File: src/rtl/fsp_pkg.sv
// package for the flash self-program sequencer: register map, fields, timing
package fsp_pkg;

    // ------------------------------------------------------------
    // register map
    // ------------------------------------------------------------
    localparam logic [3:0] ADDR_CTRL_MAIN = 4'h0;
    localparam logic [3:0] ADDR_CTRL_AUX = 4'h1;
    localparam logic [3:0] ADDR_FLASH_ADDR_LOW = 4'h2;
    localparam logic [3:0] ADDR_FLASH_ADDR_HIGH = 4'h3;
    localparam logic [3:0] ADDR_DATA_WORD0_LOW = 4'h4;
    localparam logic [3:0] ADDR_DATA_WORD0_HIGH = 4'h5;
    localparam logic [3:0] ADDR_DATA_WORD1_LOW = 4'h6;
    localparam logic [3:0] ADDR_DATA_WORD1_HIGH = 4'h7;
    localparam logic [3:0] ADDR_DATA_WORD2_LOW = 4'h8;
    localparam logic [3:0] ADDR_DATA_WORD2_HIGH = 4'h9;
    localparam logic [3:0] ADDR_DATA_WORD3_LOW = 4'ha;
    localparam logic [3:0] ADDR_DATA_WORD3_HIGH = 4'hb;

    // ------------------------------------------------------------
    // control field positions
    // ------------------------------------------------------------
    localparam int BIT_ENABLED = 7;
    localparam int BIT_MODE_HI = 6;
    localparam int BIT_MODE_LO = 4;
    localparam int BIT_UNLOCK_TRIGGER = 3;
    localparam int BIT_WRITE_START = 2;
    localparam int BIT_TIMING_SELECT = 1;
    localparam int BIT_BUFFER_CLEAR = 0;
    localparam logic [7:0] RESET_BYTE = 8'h00;

    // ------------------------------------------------------------
    // operation modes
    // ------------------------------------------------------------
    localparam logic [2:0] MODE_WRITE = 3'h0;
    localparam logic [2:0] MODE_PAGE_ERASE = 3'h1;
    localparam logic [2:0] MODE_READ = 3'h3;
    localparam logic [2:0] MODE_UNLOCK = 3'h6;

    // ------------------------------------------------------------
    // unlock key, in write order
    // ------------------------------------------------------------
    localparam logic [7:0] KEY_B0 = 8'h00;
    localparam logic [7:0] KEY_B1 = 8'h0d;
    localparam logic [7:0] KEY_B2 = 8'hc3;
    localparam logic [7:0] KEY_B3 = 8'h04;
    localparam logic [7:0] KEY_B4 = 8'h09;
    localparam logic [7:0] KEY_B5 = 8'h40;

    // ------------------------------------------------------------
    // page geometry and timing
    // ------------------------------------------------------------
    localparam int PAGE_WORDS = 64;
    localparam logic [5:0] PAGE_LAST = 6'h3f;
    localparam int CLK_HZ = 25000000;
    localparam int ERASE_SHORT_US = 3200;
    localparam int WRITE_SHORT_US = 2200;
    localparam int ERASE_LONG_US = 3700;
    localparam int WRITE_LONG_US = 3000;
    localparam int ERASE_SHORT_CYC = ERASE_SHORT_US * (CLK_HZ / 1000000);
    localparam int WRITE_SHORT_CYC = WRITE_SHORT_US * (CLK_HZ / 1000000);
    localparam int ERASE_LONG_CYC = ERASE_LONG_US * (CLK_HZ / 1000000);
    localparam int WRITE_LONG_CYC = WRITE_LONG_US * (CLK_HZ / 1000000);
    localparam int UNLOCK_WINDOW_CYC = 64;

    typedef struct packed {
        logic we;
        logic re;
        logic [3:0] addr;
        logic [7:0] wdata;
    } fsp_bus_type;

    typedef struct packed {
        logic start;
        logic erase;
        logic [8:0] page;
        logic [63:0] tag;
    } fsp_op_type;

endpackage

File: src/rtl/fsp_sequencer.sv
// flash self-program sequencer: address, data, page buffer, unlock and erase/write timing
// How it works
// high address register keeps address bits 14..8; bit 7 reads zero
// low data byte write of word 0 only stores the register
// high data byte write of word 0 loads word into buffer, bumps address
// dummy high byte writes tag the current address for erase, advance address
// address stops incrementing at last word of page
// erased words read 0000h; software blank-checks and repeats erase
// correct unlock sets enabled bit; erase/write only while it is high
// software writes mode code 110 before unlocking
// setting unlock trigger starts the unlock window timer
// key 00,0d,c3,04,09,40 into words 1..3 low then 1..3 high
// software writes the six key bytes back to back after trigger
// unlock trigger clears itself when the window timer expires
// a wrong key byte leaves erase/write disabled
// clearing the enabled bit disables erase/write at once
// buffer holds 64 words, page chosen by address bits 14..6
// software matches buffered data to the addressed page
// software erases the page before loading and writing
// buffer-clear bit empties the write buffer for a retry
// mode field: 000 write, 001 erase, 011 read, 110 unlock
// write start set by software, cleared when operation completes
// timing select: 3.2/2.2 ms or 3.7/3.0 ms erase/write
// writing one to the enabled bit has no effect
// address increment never carries out of bits 5..0, as it stops at the last word of the page
// unlock window length is a parameter
// data registers read/write, reset to zero
`timescale 1ns/100ps
module fsp_sequencer #(
    parameter int UNLOCK_CYC = fsp_pkg::UNLOCK_WINDOW_CYC,
    parameter int ERASE_SHORT = fsp_pkg::ERASE_SHORT_CYC,
    parameter int WRITE_SHORT = fsp_pkg::WRITE_SHORT_CYC,
    parameter int ERASE_LONG = fsp_pkg::ERASE_LONG_CYC,
    parameter int WRITE_LONG = fsp_pkg::WRITE_LONG_CYC
) (
    input wire logic clk_sys,
    input wire logic rst_n,
    input wire logic [3:0] reg_addr,
    input wire logic [7:0] reg_wdata,
    input wire logic reg_we,
    input wire logic reg_re,
    output logic [7:0] reg_rdata,
    output logic flash_op_start,
    output logic flash_op_erase,
    output logic [8:0] flash_op_page,
    output logic [63:0] flash_erase_tag,
    output logic [15:0] flash_buf_word [fsp_pkg::PAGE_WORDS],
    output logic [63:0] flash_buf_valid,
    output logic flash_busy
);

    // ------------------------------------------------------------
    // bus decode
    // ------------------------------------------------------------
    fsp_pkg::fsp_bus_type bus;
    assign bus = '{we: reg_we, re: reg_re, addr: reg_addr, wdata: reg_wdata};

    function automatic logic wr_to(input fsp_pkg::fsp_bus_type b, input logic [3:0] a);
        return b.we && (b.addr == a);
    endfunction

    typedef enum logic [1:0] {ST_IDLE, ST_BUSY, ST_DONE} fsp_state_type;
    fsp_state_type state_q;

    logic [7:0] data_q [8];
    logic [14:0] faddr_q;
    logic [2:0] mode_q;
    logic enabled_q;
    logic trigger_q;
    logic write_start_q;
    logic timing_q;
    logic clear_q;
    logic [15:0] unlock_cnt_q;
    logic [5:0] key_ok_q;
    logic [2:0] key_idx_q;
    logic [17:0] op_cnt_q;
    logic [15:0] buf_q [fsp_pkg::PAGE_WORDS];
    logic [63:0] valid_q;
    logic [63:0] tag_q;

    logic hi0_wr;
    logic at_page_end;
    logic op_done;
    assign hi0_wr = wr_to(bus, fsp_pkg::ADDR_DATA_WORD0_HIGH);
    assign at_page_end = (faddr_q[5:0] == fsp_pkg::PAGE_LAST);

    // ------------------------------------------------------------
    // data registers
    // ------------------------------------------------------------
    always_ff @(posedge clk_sys or negedge rst_n) begin
        if (!rst_n) begin
            for (int i = 0; i < 8; i++) begin
                data_q[i] <= fsp_pkg::RESET_BYTE;
            end
        end else if (bus.we && bus.addr >= fsp_pkg::ADDR_DATA_WORD0_LOW
                     && bus.addr <= fsp_pkg::ADDR_DATA_WORD3_HIGH) begin
            data_q[3'(bus.addr - fsp_pkg::ADDR_DATA_WORD0_LOW)] <= bus.wdata;
        end
    end

    // ------------------------------------------------------------
    // flash address
    // ------------------------------------------------------------
    always_ff @(posedge clk_sys or negedge rst_n) begin
        if (!rst_n) begin
            faddr_q <= 15'h0000;
        end else if (wr_to(bus, fsp_pkg::ADDR_FLASH_ADDR_LOW)) begin
            faddr_q[7:0] <= bus.wdata;
        end else if (wr_to(bus, fsp_pkg::ADDR_FLASH_ADDR_HIGH)) begin
            faddr_q[14:8] <= bus.wdata[6:0];
        end else if (hi0_wr && !at_page_end) begin
            faddr_q <= faddr_q + 15'h0001;
        end
    end

    // ------------------------------------------------------------
    // page buffer and erase tags
    // ------------------------------------------------------------
    // buffer empties after each operation and on explicit clear
    always_ff @(posedge clk_sys or negedge rst_n) begin
        if (!rst_n) begin
            valid_q <= 64'h0;
            tag_q <= 64'h0;
        end else if (clear_q || op_done) begin
            valid_q <= 64'h0;
            tag_q <= 64'h0;
        end else if (hi0_wr) begin
            valid_q[faddr_q[5:0]] <= 1'b1;
            tag_q[faddr_q[5:0]] <= 1'b1;
        end
    end

    always_ff @(posedge clk_sys) begin
        if (hi0_wr) begin
            buf_q[faddr_q[5:0]] <= {bus.wdata, data_q[0]};
        end
    end

    // ------------------------------------------------------------
    // control bits
    // ------------------------------------------------------------
    always_ff @(posedge clk_sys or negedge rst_n) begin
        if (!rst_n) begin
            mode_q <= 3'h0;
            timing_q <= 1'b0;
            clear_q <= 1'b0;
        end else begin
            if (wr_to(bus, fsp_pkg::ADDR_CTRL_MAIN)) begin
                mode_q <= bus.wdata[fsp_pkg::BIT_MODE_HI:fsp_pkg::BIT_MODE_LO];
            end
            if (wr_to(bus, fsp_pkg::ADDR_CTRL_AUX)) begin
                timing_q <= bus.wdata[fsp_pkg::BIT_TIMING_SELECT];
                clear_q <= bus.wdata[fsp_pkg::BIT_BUFFER_CLEAR];
            end else begin
                clear_q <= 1'b0; // one-cycle clear process
            end
        end
    end

    // ------------------------------------------------------------
    // unlock window and key check
    // ------------------------------------------------------------
    logic key_wr;
    logic [2:0] key_slot;
    logic [7:0] key_exp;
    always_comb begin
        key_wr = 1'b0;
        key_slot = 3'h0;
        key_exp = fsp_pkg::KEY_B0;
        if (bus.we) begin
            unique case (bus.addr)
                fsp_pkg::ADDR_DATA_WORD1_LOW: begin key_wr = 1'b1; key_slot = 3'h0; key_exp = fsp_pkg::KEY_B0; end
                fsp_pkg::ADDR_DATA_WORD2_LOW: begin key_wr = 1'b1; key_slot = 3'h1; key_exp = fsp_pkg::KEY_B1; end
                fsp_pkg::ADDR_DATA_WORD3_LOW: begin key_wr = 1'b1; key_slot = 3'h2; key_exp = fsp_pkg::KEY_B2; end
                fsp_pkg::ADDR_DATA_WORD1_HIGH: begin key_wr = 1'b1; key_slot = 3'h3; key_exp = fsp_pkg::KEY_B3; end
                fsp_pkg::ADDR_DATA_WORD2_HIGH: begin key_wr = 1'b1; key_slot = 3'h4; key_exp = fsp_pkg::KEY_B4; end
                fsp_pkg::ADDR_DATA_WORD3_HIGH: begin key_wr = 1'b1; key_slot = 3'h5; key_exp = fsp_pkg::KEY_B5; end
                default: key_wr = 1'b0;
            endcase
        end
    end

    logic trig_set;
    logic key_done;
    assign trig_set = wr_to(bus, fsp_pkg::ADDR_CTRL_MAIN) && bus.wdata[fsp_pkg::BIT_UNLOCK_TRIGGER]
                      && !trigger_q;
    assign key_done = trigger_q && key_wr && key_slot == 3'h5 && key_idx_q == 3'h5
                      && key_ok_q[4:0] == 5'h1f && bus.wdata == key_exp;

    always_ff @(posedge clk_sys or negedge rst_n) begin
        if (!rst_n) begin
            trigger_q <= 1'b0;
            unlock_cnt_q <= 16'h0;
            key_ok_q <= 6'h0;
            key_idx_q <= 3'h0;
        end else if (trig_set) begin
            trigger_q <= 1'b1;
            unlock_cnt_q <= 16'(UNLOCK_CYC);
            key_ok_q <= 6'h0;
            key_idx_q <= 3'h0;
        end else if (trigger_q) begin
            if (unlock_cnt_q == 16'h1) begin
                trigger_q <= 1'b0;
            end
            unlock_cnt_q <= unlock_cnt_q - 16'h1;
            if (key_wr && key_idx_q != 3'h6) begin
                // out-of-order byte lands in the wrong slot and spoils the key
                key_ok_q[key_idx_q] <= (key_slot == key_idx_q) && (bus.wdata == key_exp);
                key_idx_q <= key_idx_q + 3'h1;
            end
        end
    end

    // ------------------------------------------------------------
    // enabled status
    // ------------------------------------------------------------
    always_ff @(posedge clk_sys or negedge rst_n) begin
        if (!rst_n) begin
            enabled_q <= 1'b0;
        end else if (key_done && mode_q == fsp_pkg::MODE_UNLOCK) begin
            enabled_q <= 1'b1;
        end else if (wr_to(bus, fsp_pkg::ADDR_CTRL_MAIN) && !bus.wdata[fsp_pkg::BIT_ENABLED]) begin
            enabled_q <= 1'b0;
        end
    end

    // ------------------------------------------------------------
    // erase/write timing
    // ------------------------------------------------------------
    logic op_req;
    logic op_is_erase;
    logic [17:0] op_len;
    assign op_is_erase = (mode_q == fsp_pkg::MODE_PAGE_ERASE);
    assign op_req = write_start_q && state_q == ST_IDLE && enabled_q
                    && (op_is_erase || mode_q == fsp_pkg::MODE_WRITE);
    always_comb begin
        if (op_is_erase) begin
            op_len = timing_q ? 18'(ERASE_LONG) : 18'(ERASE_SHORT);
        end else begin
            op_len = timing_q ? 18'(WRITE_LONG) : 18'(WRITE_SHORT);
        end
    end
    assign op_done = (state_q == ST_DONE);

    always_ff @(posedge clk_sys or negedge rst_n) begin
        if (!rst_n) begin
            state_q <= ST_IDLE;
            op_cnt_q <= 18'h0;
            flash_op_erase <= 1'b0;
        end else begin
            unique case (state_q)
                ST_IDLE: begin
                    if (op_req) begin
                        state_q <= ST_BUSY;
                        op_cnt_q <= op_len;
                        flash_op_erase <= op_is_erase;
                    end
                end
                ST_BUSY: begin
                    if (op_cnt_q <= 18'h1) begin
                        state_q <= ST_DONE;
                    end
                    op_cnt_q <= op_cnt_q - 18'h1;
                end
                ST_DONE: state_q <= ST_IDLE;
            endcase
        end
    end

    // a start without enable or in a non-erase/write mode is dropped
    always_ff @(posedge clk_sys or negedge rst_n) begin
        if (!rst_n) begin
            write_start_q <= 1'b0;
        end else if (op_done || (write_start_q && state_q == ST_IDLE && !op_req)) begin
            write_start_q <= 1'b0;
        end else if (wr_to(bus, fsp_pkg::ADDR_CTRL_MAIN) && bus.wdata[fsp_pkg::BIT_WRITE_START]) begin
            write_start_q <= 1'b1;
        end
    end

    // ------------------------------------------------------------
    // outputs
    // ------------------------------------------------------------
    always_ff @(posedge clk_sys or negedge rst_n) begin
        if (!rst_n) begin
            flash_op_start <= 1'b0;
            flash_op_page <= 9'h0;
        end else begin
            flash_op_start <= op_req;
            if (op_req) begin
                flash_op_page <= faddr_q[14:6];
            end
        end
    end
    assign flash_busy = (state_q != ST_IDLE);
    assign flash_erase_tag = tag_q;
    assign flash_buf_valid = valid_q;
    assign flash_buf_word = buf_q;

    always_ff @(posedge clk_sys or negedge rst_n) begin
        if (!rst_n) begin
            reg_rdata <= 8'h00;
        end else if (bus.re) begin
            unique case (bus.addr)
                fsp_pkg::ADDR_CTRL_MAIN:
                    reg_rdata <= {enabled_q, mode_q, trigger_q, write_start_q, 2'b00};
                fsp_pkg::ADDR_CTRL_AUX: reg_rdata <= {6'h00, timing_q, clear_q};
                fsp_pkg::ADDR_FLASH_ADDR_LOW: reg_rdata <= faddr_q[7:0];
                fsp_pkg::ADDR_FLASH_ADDR_HIGH: reg_rdata <= {1'b0, faddr_q[14:8]};
                default: begin
                    if (bus.addr >= fsp_pkg::ADDR_DATA_WORD0_LOW && bus.addr <= fsp_pkg::ADDR_DATA_WORD3_HIGH) begin
                        reg_rdata <= data_q[3'(bus.addr - fsp_pkg::ADDR_DATA_WORD0_LOW)];
                    end else begin
                        reg_rdata <= 8'h00;
                    end
                end
            endcase
        end
    end

    // ------------------------------------------------------------
    // checks
    // ------------------------------------------------------------
    property p_addr_inc;
        @(posedge clk_sys) disable iff (!rst_n)
        hi0_wr && !at_page_end |=> faddr_q == $past(faddr_q) + 15'h0001;
    endproperty
    a_addr_inc: assert property (p_addr_inc) else $error("address did not advance");

    property p_page_hold;
        @(posedge clk_sys) disable iff (!rst_n)
        hi0_wr && at_page_end |=> $stable(faddr_q);
    endproperty
    a_page_hold: assert property (p_page_hold) else $error("address passed page end");

    property p_buf_load;
        @(posedge clk_sys) disable iff (!rst_n)
        hi0_wr && !clear_q && !op_done |=> valid_q[$past(faddr_q[5:0])];
    endproperty
    a_buf_load: assert property (p_buf_load) else $error("word not buffered");

    property p_low_no_load;
        @(posedge clk_sys) disable iff (!rst_n)
        wr_to(bus, fsp_pkg::ADDR_DATA_WORD0_LOW) && !clear_q && !op_done |=> $stable(valid_q);
    endproperty
    a_low_no_load: assert property (p_low_no_load) else $error("low byte touched buffer");

    property p_no_sw_enable;
        @(posedge clk_sys) disable iff (!rst_n)
        !enabled_q && !key_done |=> !enabled_q;
    endproperty
    a_no_sw_enable: assert property (p_no_sw_enable) else $error("enable set without key");

    property p_disable;
        @(posedge clk_sys) disable iff (!rst_n)
        wr_to(bus, fsp_pkg::ADDR_CTRL_MAIN) && !bus.wdata[fsp_pkg::BIT_ENABLED] && !key_done |=> !enabled_q;
    endproperty
    a_disable: assert property (p_disable) else $error("disable did not take");

    property p_op_needs_enable;
        @(posedge clk_sys) disable iff (!rst_n)
        flash_op_start |-> $past(enabled_q);
    endproperty
    a_op_needs_enable: assert property (p_op_needs_enable) else $error("operation while locked");

    property p_trigger_ends;
        @(posedge clk_sys) disable iff (!rst_n)
        trigger_q && unlock_cnt_q == 16'h1 && !trig_set |=> !trigger_q;
    endproperty
    a_trigger_ends: assert property (p_trigger_ends) else $error("trigger outlived window");

    property p_start_clears;
        @(posedge clk_sys) disable iff (!rst_n)
        op_done |=> !write_start_q && valid_q == 64'h0;
    endproperty
    a_start_clears: assert property (p_start_clears) else $error("start bit not cleared");

endmodule // fsp_sequencer

File: config.mk
export PLATFORM = sky130hd
export DESIGN_NAME = fsp_sequencer
export DESIGN_NICKNAME = d
export VERILOG_FILES = /design/src/rtl/fsp_pkg.sv /design/src/rtl/fsp_sequencer.sv
export SDC_FILE = /design/constraint.sdc
export NUM_CORES = 1
export LEC_CHECK = 0
export ABC_CLOCK_PERIOD_IN_PS = 3000
export BUFFER_PORTS_ARGS = -buffer_cell sky130_fd_sc_hd__buf_2
export CAP_MARGIN = 0
export CORE_AREA = 4 4 463 465
export CTS_CLUSTER_DIAMETER = 30
export DETAILED_ROUTE_END_ITERATION = 8
export DIE_AREA = 0 0 467 469
export MAX_ROUTING_LAYER = met4
export PLACE_DENSITY = 0.41
export SYNTH_ARGS = -nofsm -noshare
export SYNTH_HDL_FRONTEND = slang
export SYNTH_SLANG_ARGS = --single-unit
File: constraint.sdc
create_clock -name clk_sys -period 3 [get_ports clk_sys]
set_input_delay 0.3 -clock clk_sys [delete_from_list [all_inputs] [get_ports clk_sys]]
set_output_delay 0.3 -clock clk_sys [all_outputs]
set_load 0.05 [all_outputs]
==> out/qor.tcl, run 1 <==
set qor(synthFlopType) {sky130_fd_sc_hd__edfxtp_1}
set qor(htree_levels) 5
set qor(antenna_violations_before_repair) 19
set qor(drive_gt1_share_pct) 50.1
set qor(outcome) {finished clean}
set qor(fp.dieArea_um2) 219000
set qor(postLayoutSetupSlackWorst_ns) 0.511
set qor(final-instance-count-excl-fill) 6832
set qor(placed_cells_incl_taps) 6235
set qor(p_per_area_nw_per_um2) 938
set qor(worst_skew_pair.late_latency_ns) 0.95
set qor(numPortBuffers) 1187
set qor(synth_cell_type_count) 73
set qor(power.leakage_nw) 25.9
set qor(endpoint) {flash_busy}
set qor(power.ir.vdd_worst_v) 0.000566
set qor(timing.critical_path.to_type) {primary output}
set qor(cts_root_buffer) {sky130_fd_sc_hd__clkbuf_16}
set qor(cts_made_buffers) 326
set qor(grt_first_pass_wirelength_um) 256000
set qor(max-cap-violations) 0
set qor(dr.first_iter.drc_count) 2280
set qor(viasPerCell) 4.05
set qor(netlist_area_um2) 43600
set qor(hpwl_um) 131000
set qor(drcViolationCount) 0
set qor(timing_hold_violations_final) 0
set qor(slew-limit-headroom_pct) 49.9
set qor(finalSetupTns_ns) 0
set qor(setup.reg_to_reg.worst_slack_ns) 0.60
set qor(boundaryPins) 1188
set qor(drt-total-wl_um) 196000
set qor(clock_sink_count) 1302
set qor(floorplan.initialDensity_pct) 20.8
set qor(mostFrequentLayoutCells) {sky130_fd_sc_hd__buf_2 (1,178), sky130_fd_sc_hd__edfxtp_1 (1,024), sky130_fd_sc_hd__clkbuf_16 (333), sky130_fd_sc_hd__dfrtp_1 (270), sky130_fd_sc_hd__o21a_1 (133)}
set qor(synth_seq_cells) 1302
set qor(design.final.nets) 3809
set qor(r2r_end) {flash_buf_word[415]}
set qor(cp_data_arrival_time_ns) 2.19
set qor(cts_tree) {built}
set qor(cp_max_fo) 11
set qor(final.min_clock_period_ns) 2.49
set qor(report.final.slew_viol_count) 0
set qor(synth.avg_cell_area_um2) 20.0
set qor(place_ws_ns) 0.359
set qor(floorplan.die.width_um) 467
set qor(critPathLaunch) {state_q[0]}
set qor(fmaxAchievable_ghz) 0.402
set qor(placement_rows) 168
set qor(chipHeight_um) 469
set qor(worst_slew_pin_slew_ns) 0.751
set qor(r2r_cells) 2
set qor(timing.critical_path.required_ns) 2.70
set qor(setup_viol_count_final) 0
set qor(grt_start_max_net_pins) 66
set qor(worst_hold_path_type) {input port to flop}
set qor(synth_async_sr_flop_share_pct) 21.4
set qor(worst_setup_hold_path_clk_slew_ns) 0.05
set qor(layout_worst_path_cycle_share_pct) 83.0
set qor(finish.utilization_pct) 31.3
set qor(number_of_warnings_reported_in_the_yosys_synthesis_log) 0
set qor(gp_congestion) 0.795
set qor(design.core.area_um2) 210000
set qor(synth_edf_count) 1024
set qor(drt-wirelength-per-cell_um) 28.7
set qor(first_global_vias) 28300
set qor(timing.clock.skew_ns) 0.121
set qor(post_synth_inst_count) 2180
set qor(firstDrtPassIters) 5
set qor(synth_seq_area_share_pct) 86.4
set qor(regToRegStartpoint) {faddr_q[5]}
set qor(detailroute.via_count) 27700
set qor(grtUsageTotal_pct) 17.7
set qor(rsz0062_at_grt) {false}
set qor(antenna_left) 0
set qor(startpoint_type) {flop}
set qor(global_route.overflow_total) 0
set qor(cts_max_path_buffers) 4
set qor(synthesis_to_finish_area_growth_pct) 50.3
set qor(filler_cell_count) 20700
set qor(synthesis.nets) 2218
set qor(worst-setup-path-type) {flop to primary output}
set qor(hold_ws_ns) 0.0908
set qor(mostFrequentLayoutCell) {sky130_fd_sc_hd__buf_2}
==> Yosys cell counts (all sizes together) (5+ instances only) <==
cell type / n / area [um2]
or3: 6 / 37.5
or2: 5 / 31.3
ha: 22 / 275
o31ai: 5 / 37.5
o21ai: 52 / 260
o21a: 133 / 998
o211ai: 5 / 37.5
mux2i: 8 / 80.1
nand4: 11 / 75.1
o311ai: 5 / 43.8
nand3: 26 / 130
buf: 27 / 154
a221oi: 5 / 43.8
dfrtp: 278 / 6960
nand2: 88 / 333
clkbuf: 47 / 179
inv: 23 / 86.3
nor4: 12 / 133
xnor2: 12 / 105
mux2: 81 / 912
and3: 10 / 62.6
a22o: 8 / 70.1
mux4: 16 / 360
nor3: 16 / 85.1
xor2: 6 / 52.6
nor2b: 7 / 43.8
edfxtp: 1024 / 30700
a21oi: 51 / 259
nor2: 122 / 460
o22ai: 5 / 31.3
==> power by group <==
part	switching (W)	internal (W)	leakage, nW
Clock	0.0105	0.0242	5.28
Sequential	0.000940	0.0208	12.9
Combinational	0.00376	0.00142	7.78
==> cells by family after synthesis <==
logic type	count (synthesis)	share of synthesized area, %
flip-flops	1302	86.4
AND/OR/NAND/NOR	335	3.84
AO/OA/AOI/OAI	299	4.65
multiplexers	105	3.10
buffers and inverters	99	0.978
adder cells (fa/ha/maj)	22	0.631
XOR/XNOR	18	0.361
==> cell type report <==
class | count | area, um2 | share of cell area, %
Tap cell | 2805 | 3510 | 5.35
Multi-Input combinational cell | 779 | 5720 | 8.72
Clock buffer | 392 | 8690 | 13.3
Clock inverter | 185 | 2200 | 3.36
Timing Repair Buffer | 1337 | 7600 | 11.6
Sequential cell | 1302 | 37700 | 57.6
Antenna cell | 7 | 17.5 | 0.0267
Inverter | 25 | 93.8 | 0.143
==> critical path: stages, from the launching register on <==
cell and delay (ns):
sky130_fd_sc_hd__dfrtp_1 0.34, sky130_fd_sc_hd__inv_1 0.08, sky130_fd_sc_hd__ha_1 0.21, sky130_fd_sc_hd__inv_1 0.33, sky130_fd_sc_hd__buf_2 0.38
==> state kept, by name, summed over array words and instances, names as in the netlist, 8 cells and up <==
register,count
flash_buf_valid,64
unlock_cnt_q,16
faddr_q,15
op_cnt_q,18
data_q,64
flash_buf_word,1024
flash_erase_tag,64
reg_rdata,8
flash_op_page,9
==> worst min-delay path by stage <==
stage	from	end	cells after the start
after floorplan	rst_n	clear_q	0
after global placement	rst_n	flash_op_start	1
after detailed placement	rst_n	flash_op_page[7]	1
after CTS	reg_wdata[0]	flash_buf_word[280]	2
after global routing	reg_wdata[0]	flash_buf_word[280]	2
final	reg_wdata[0]	flash_buf_word[280]	2
==> routing by layer <==
metal	global-route usage, %	wire length (um)	vias to the layer above
met1	19.9	74500	14300
met4	5.95	6430	0
li1	-	-	11700
met2	30.0	99800	1324
met5	-	0	-
met3	5.31	15600	346
==> per-stage QoR <==
| stage | area (um2) | power, W |
|---|---|---|
| after CTS | 65600 | 0.0624 |
| after global placement | 54500 | 0.0273 |
| after detailed placement | 54500 | 0.0273 |
| final | 65600 | 0.0615 |
| after global routing | 65600 | 0.0637 |
| after floorplan | 43600 | 0.0244 |
==> repair_timing <==
item                                   in CTS  in global routing
buffers inserted                            0                  0
hold buffers                               13                  0
endpoints found under the hold margin     356                  0
gates resized for setup                     0                  0
Note: power is estimated with default switching activity, not from simulation.
==> run 2: changes to the inputs <==
ABC_AREA = 1   (was default)
ABC_CLOCK_PERIOD_IN_PS = 2200   (was 3000)
CORE_AREA = 4 4 464 466   (was 4 4 463 465)
DIE_AREA = 0 0 468 470   (was 0 0 467 469)
PLACE_DENSITY = 0.42   (was 0.41)
clock period = 2.2 ns   (was 3 ns; I/O delays follow)
==> run 2 against run 1 <==
Net effect: core utilization grew 0.52 points; register-to-register slack worse by 0.42 ns; combinational power is 100% higher; clock skew up 0.00063 ns; synthesized cell count is 19% higher; critical path depth did not move.
==> out/qor.tcl, run 2 <==
set qor(wl_met3_um) 14600 ;# -6.1%
set qor(worst_skew_pair.late_latency_ns) 0.95 ;# about the same
set qor(synthesis.nets) 2643 ;# +19%
set qor(boundaryPins) 1188 ;# unchanged
set qor(filler_cell_count) 21000 ;# +1.0%
set qor(grt_start_max_net_pins) 76 ;# +15%
set qor(report.final.slew_viol_count) 0 ;# unchanged
set qor(synthesis_to_finish_area_growth_pct) 53.3
set qor(antenna_violations_before_repair) 24 ;# +5
set qor(postLayoutSetupSlackWorst_ns) 0.116 ;# -0.395 ns
set qor(worst_hold_path_type) {input port to flop}
set qor(clock_sink_count) 1302 ;# unchanged
set qor(netlist_area_um2) 43800 ;# +0.46%
set qor(cts_tree) {built}
set qor(number_of_warnings_reported_in_the_yosys_synthesis_log) 0 ;# unchanged
set qor(top_layer) {met4}
set qor(antenna_left) 0 ;# unchanged
set qor(first_global_vias) 29600 ;# +4.8%
set qor(synthFlopType) {sky130_fd_sc_hd__edfxtp_1}
set qor(design.final.nets) 4354 ;# +14%
set qor(timing_hold_violations_final) 0 ;# unchanged
set qor(design.core.area_um2) 211000 ;# +0.80%
set qor(timing.critical_path.required_ns) 1.98 ;# -0.72 ns
set qor(global_route.overflow_total) 0 ;# unchanged
set qor(drcViolationCount) 0 ;# unchanged
set qor(worst_slew_pin_slew_ns) 0.723 ;# -0.0280 ns
set qor(finalSetupTns_ns) 0 ;# unchanged
set qor(final.min_clock_period_ns) 2.08
set qor(max-cap-violations) 0 ;# unchanged
set qor(startpoint_type) {flop}
set qor(power.leakage_nw) 27.6 ;# +6.4%
set qor(grt_first_pass_wirelength_um) 263000 ;# +3.0%
set qor(power.ir.vdd_worst_v) 0.000754 ;# +33%
set qor(synth_seq_cells) 1302 ;# unchanged
set qor(outcome) {finished clean}
set qor(placement_rows) 169 ;# +0.60%
set qor(drive_gt1_share_pct) 43.9 ;# -6.2 points
set qor(htree_levels) 5 ;# unchanged
set qor(drt-wirelength-per-cell_um) 27.1 ;# -5.6%
set qor(netlist_top_cells_area) {sky130_fd_sc_hd__edfxtp_1 (70%), sky130_fd_sc_hd__dfrtp_1 (16%), sky130_fd_sc_hd__nand2_1 (2.4%), sky130_fd_sc_hd__nor2_1 (2.3%), sky130_fd_sc_hd__inv_1 (1.9%)}
set qor(mostFrequentLayoutCells) {sky130_fd_sc_hd__buf_2 (1,177), sky130_fd_sc_hd__edfxtp_1 (1,024), sky130_fd_sc_hd__clkbuf_16 (327), sky130_fd_sc_hd__nand2_1 (277), sky130_fd_sc_hd__dfrtp_1 (262)}
set qor(cp_data_arrival_time_ns) 1.86 ;# -0.33 ns
set qor(worst-setup-path-type) {flop to primary output}
set qor(synth.top_cell.area_share_pct) 70.2 ;# -0.32 points
set qor(fp.dieArea_um2) 220000 ;# +0.43%
set qor(met2WireLength_um) 102000 ;# +2.7%
set qor(setup_viol_count_final) 0 ;# unchanged
set qor(synth_top_cells_by_count) {sky130_fd_sc_hd__edfxtp_1 (1,024), sky130_fd_sc_hd__dfrtp_1 (278), sky130_fd_sc_hd__nand2_1 (277)}
set qor(grtUsageTotal_pct) 18.0 ;# +0.35 points
set qor(synth_top_area_cell) {sky130_fd_sc_hd__edfxtp_1}
set qor(route.layer.met1.wl_um) 78100 ;# +4.8%
set qor(fin_total_pwr_w) 0.0866 ;# +41%
set qor(cts_made_buffers) 325 ;# -0.31%
set qor(slew-limit-headroom_pct) 51.8 ;# +1.9 points
set qor(synth_cell_type_count) 43 ;# -41%
set qor(rsz0062_at_grt) {false}
set qor(timing.clock.skew_ns) 0.121 ;# +0.000629 ns
set qor(timing.critical_path.to_type) {primary output}
set qor(hpwl_um) 141000 ;# +8.2%
set qor(detailroute.via_count) 29600 ;# +6.8%
set qor(cp_max_fo) 4 ;# -7
set qor(numPortBuffers) 1187 ;# unchanged
set qor(cell_with_the_most_instances_after_synthesis) {sky130_fd_sc_hd__edfxtp_1}
set qor(worst_setup_hold_path_clk_slew_ns) 0.04 ;# about the same
set qor(synth_edf_count) 1024 ;# unchanged
set qor(post_synth_inst_count) 2605 ;# +19%
set qor(largest_register_ffs) 1024 ;# unchanged
set qor(cts_max_path_buffers) 4 ;# unchanged
set qor(finish.utilization_pct) 31.8 ;# +0.52 points
set qor(cts_root_buffer) {sky130_fd_sc_hd__clkbuf_16}
set qor(synth_seq_area_share_pct) 86.0 ;# -0.39 points
set qor(post-cts-setup-buffers) 0 ;# unchanged
set qor(floorplan.initialDensity_pct) 20.7 ;# -0.070 points
set qor(gp_congestion) 0.839 ;# +5.6%
set qor(layout_worst_path_cycle_share_pct) 94.7
set qor(p_per_area_nw_per_um2) 1290 ;# +37%
set qor(synth_async_sr_flop_share_pct) 21.4 ;# unchanged
set qor(dr.first_iter.drc_count) 2511 ;# +10%
set qor(viasPerCell) 4.00 ;# -1.2%
set qor(firstDrtPassIters) 6 ;# +1
set qor(fmaxAchievable_ghz) 0.480
set qor(floorplan.die.width_um) 468 ;# +0.21%
set qor(synth.avg_cell_area_um2) 16.8 ;# -16%
set qor(chipHeight_um) 470 ;# +0.21%
set qor(place_ws_ns) -0.0365 ;# -0.396 ns
set qor(mostFrequentLayoutCell) {sky130_fd_sc_hd__buf_2}
set qor(drt-total-wl_um) 200000 ;# +2.0%
[run 2: final cells by class]
cell class              instances  area [um2]  area share (%)
diodes                          6        15.0          0.0223
clock inverters               171        1930            2.87
flip-flops and latches       1302       37700            56.2
inverters                     241         915            1.36
well taps                    2821        3530            5.25
multi-input cells            1010        5020            7.47
clock buffers                 400        8730            13.0
repair buffers               1436        9310            13.9
[run 2: what timing repair did]
item / in CTS / in global routing
hold buffers: 19 / 0
endpoints found under the hold margin: 641 / 0
resized for setup: 10 / 1
endpoints found under the setup margin: 9 / 1
[run 2: cells by family after synthesis]
| kind of cell | count (synthesis) | share of synthesized area [%] |
|---|---|---|
| compound gates | 284 | 3.45 |
| xor+xnor | 7 | 0.140 |
| fa+ha+maj | 22 | 0.628 |
| buf+inv | 293 | 2.69 |
| flops | 1302 | 86.0 |
| simple gates | 697 | 7.05 |
[run 2: worst max-delay path: stages, from the launching register on]
cell                      delay, ns
sky130_fd_sc_hd__dfrtp_1       0.39
sky130_fd_sc_hd__inv_1         0.10
sky130_fd_sc_hd__ha_2          0.24
sky130_fd_sc_hd__inv_1         0.06
sky130_fd_sc_hd__buf_4         0.19
[run 2: through the flow]
stage	instances	hold WS [ns]	instance area, um2
global route	7383	0.137	67200
global placement	6791	0.106	56300
finish	7387	0.138	67200
detailed placement	6791	0.0951	56300
floorplan	2605	-0.0756	43800
CTS	7381	0.0361	67200
[run 2: worst paths after layout]
check / from / to / slack (ns) / cells past startpoint
max: state_q[1] / flash_busy / 0.12 / 4
min: reg_addr[3] / key_idx_q[2] / 0.14 / 7
max reg2reg: faddr_q[1] / flash_buf_word[974] / 0.18 / 11
min reg2reg: flash_op_page[8] / flash_op_page[8] / 0.48 / 2
max in group asynchronous: rst_n / flash_buf_valid[62] / 1.18 / 4
min in group asynchronous: rst_n / key_ok_q[0] / 0.50 / 4
[run 2: per-layer routing]
| metal | GRT usage, % | up-vias |
|---|---|---|
| met1 | 20.7 | 15000 |
| met5 | - | - |
| li1 | - | 12800 |
| met3 | 4.54 | 303 |
| met4 | 5.24 | 0 |
| met2 | 31.0 | 1415 |
[run 2: power breakdown]
group	switching, W	internal [W]
clock	0.0144	0.0317
combinational	0.00809	0.00226
sequential	0.00163	0.0286
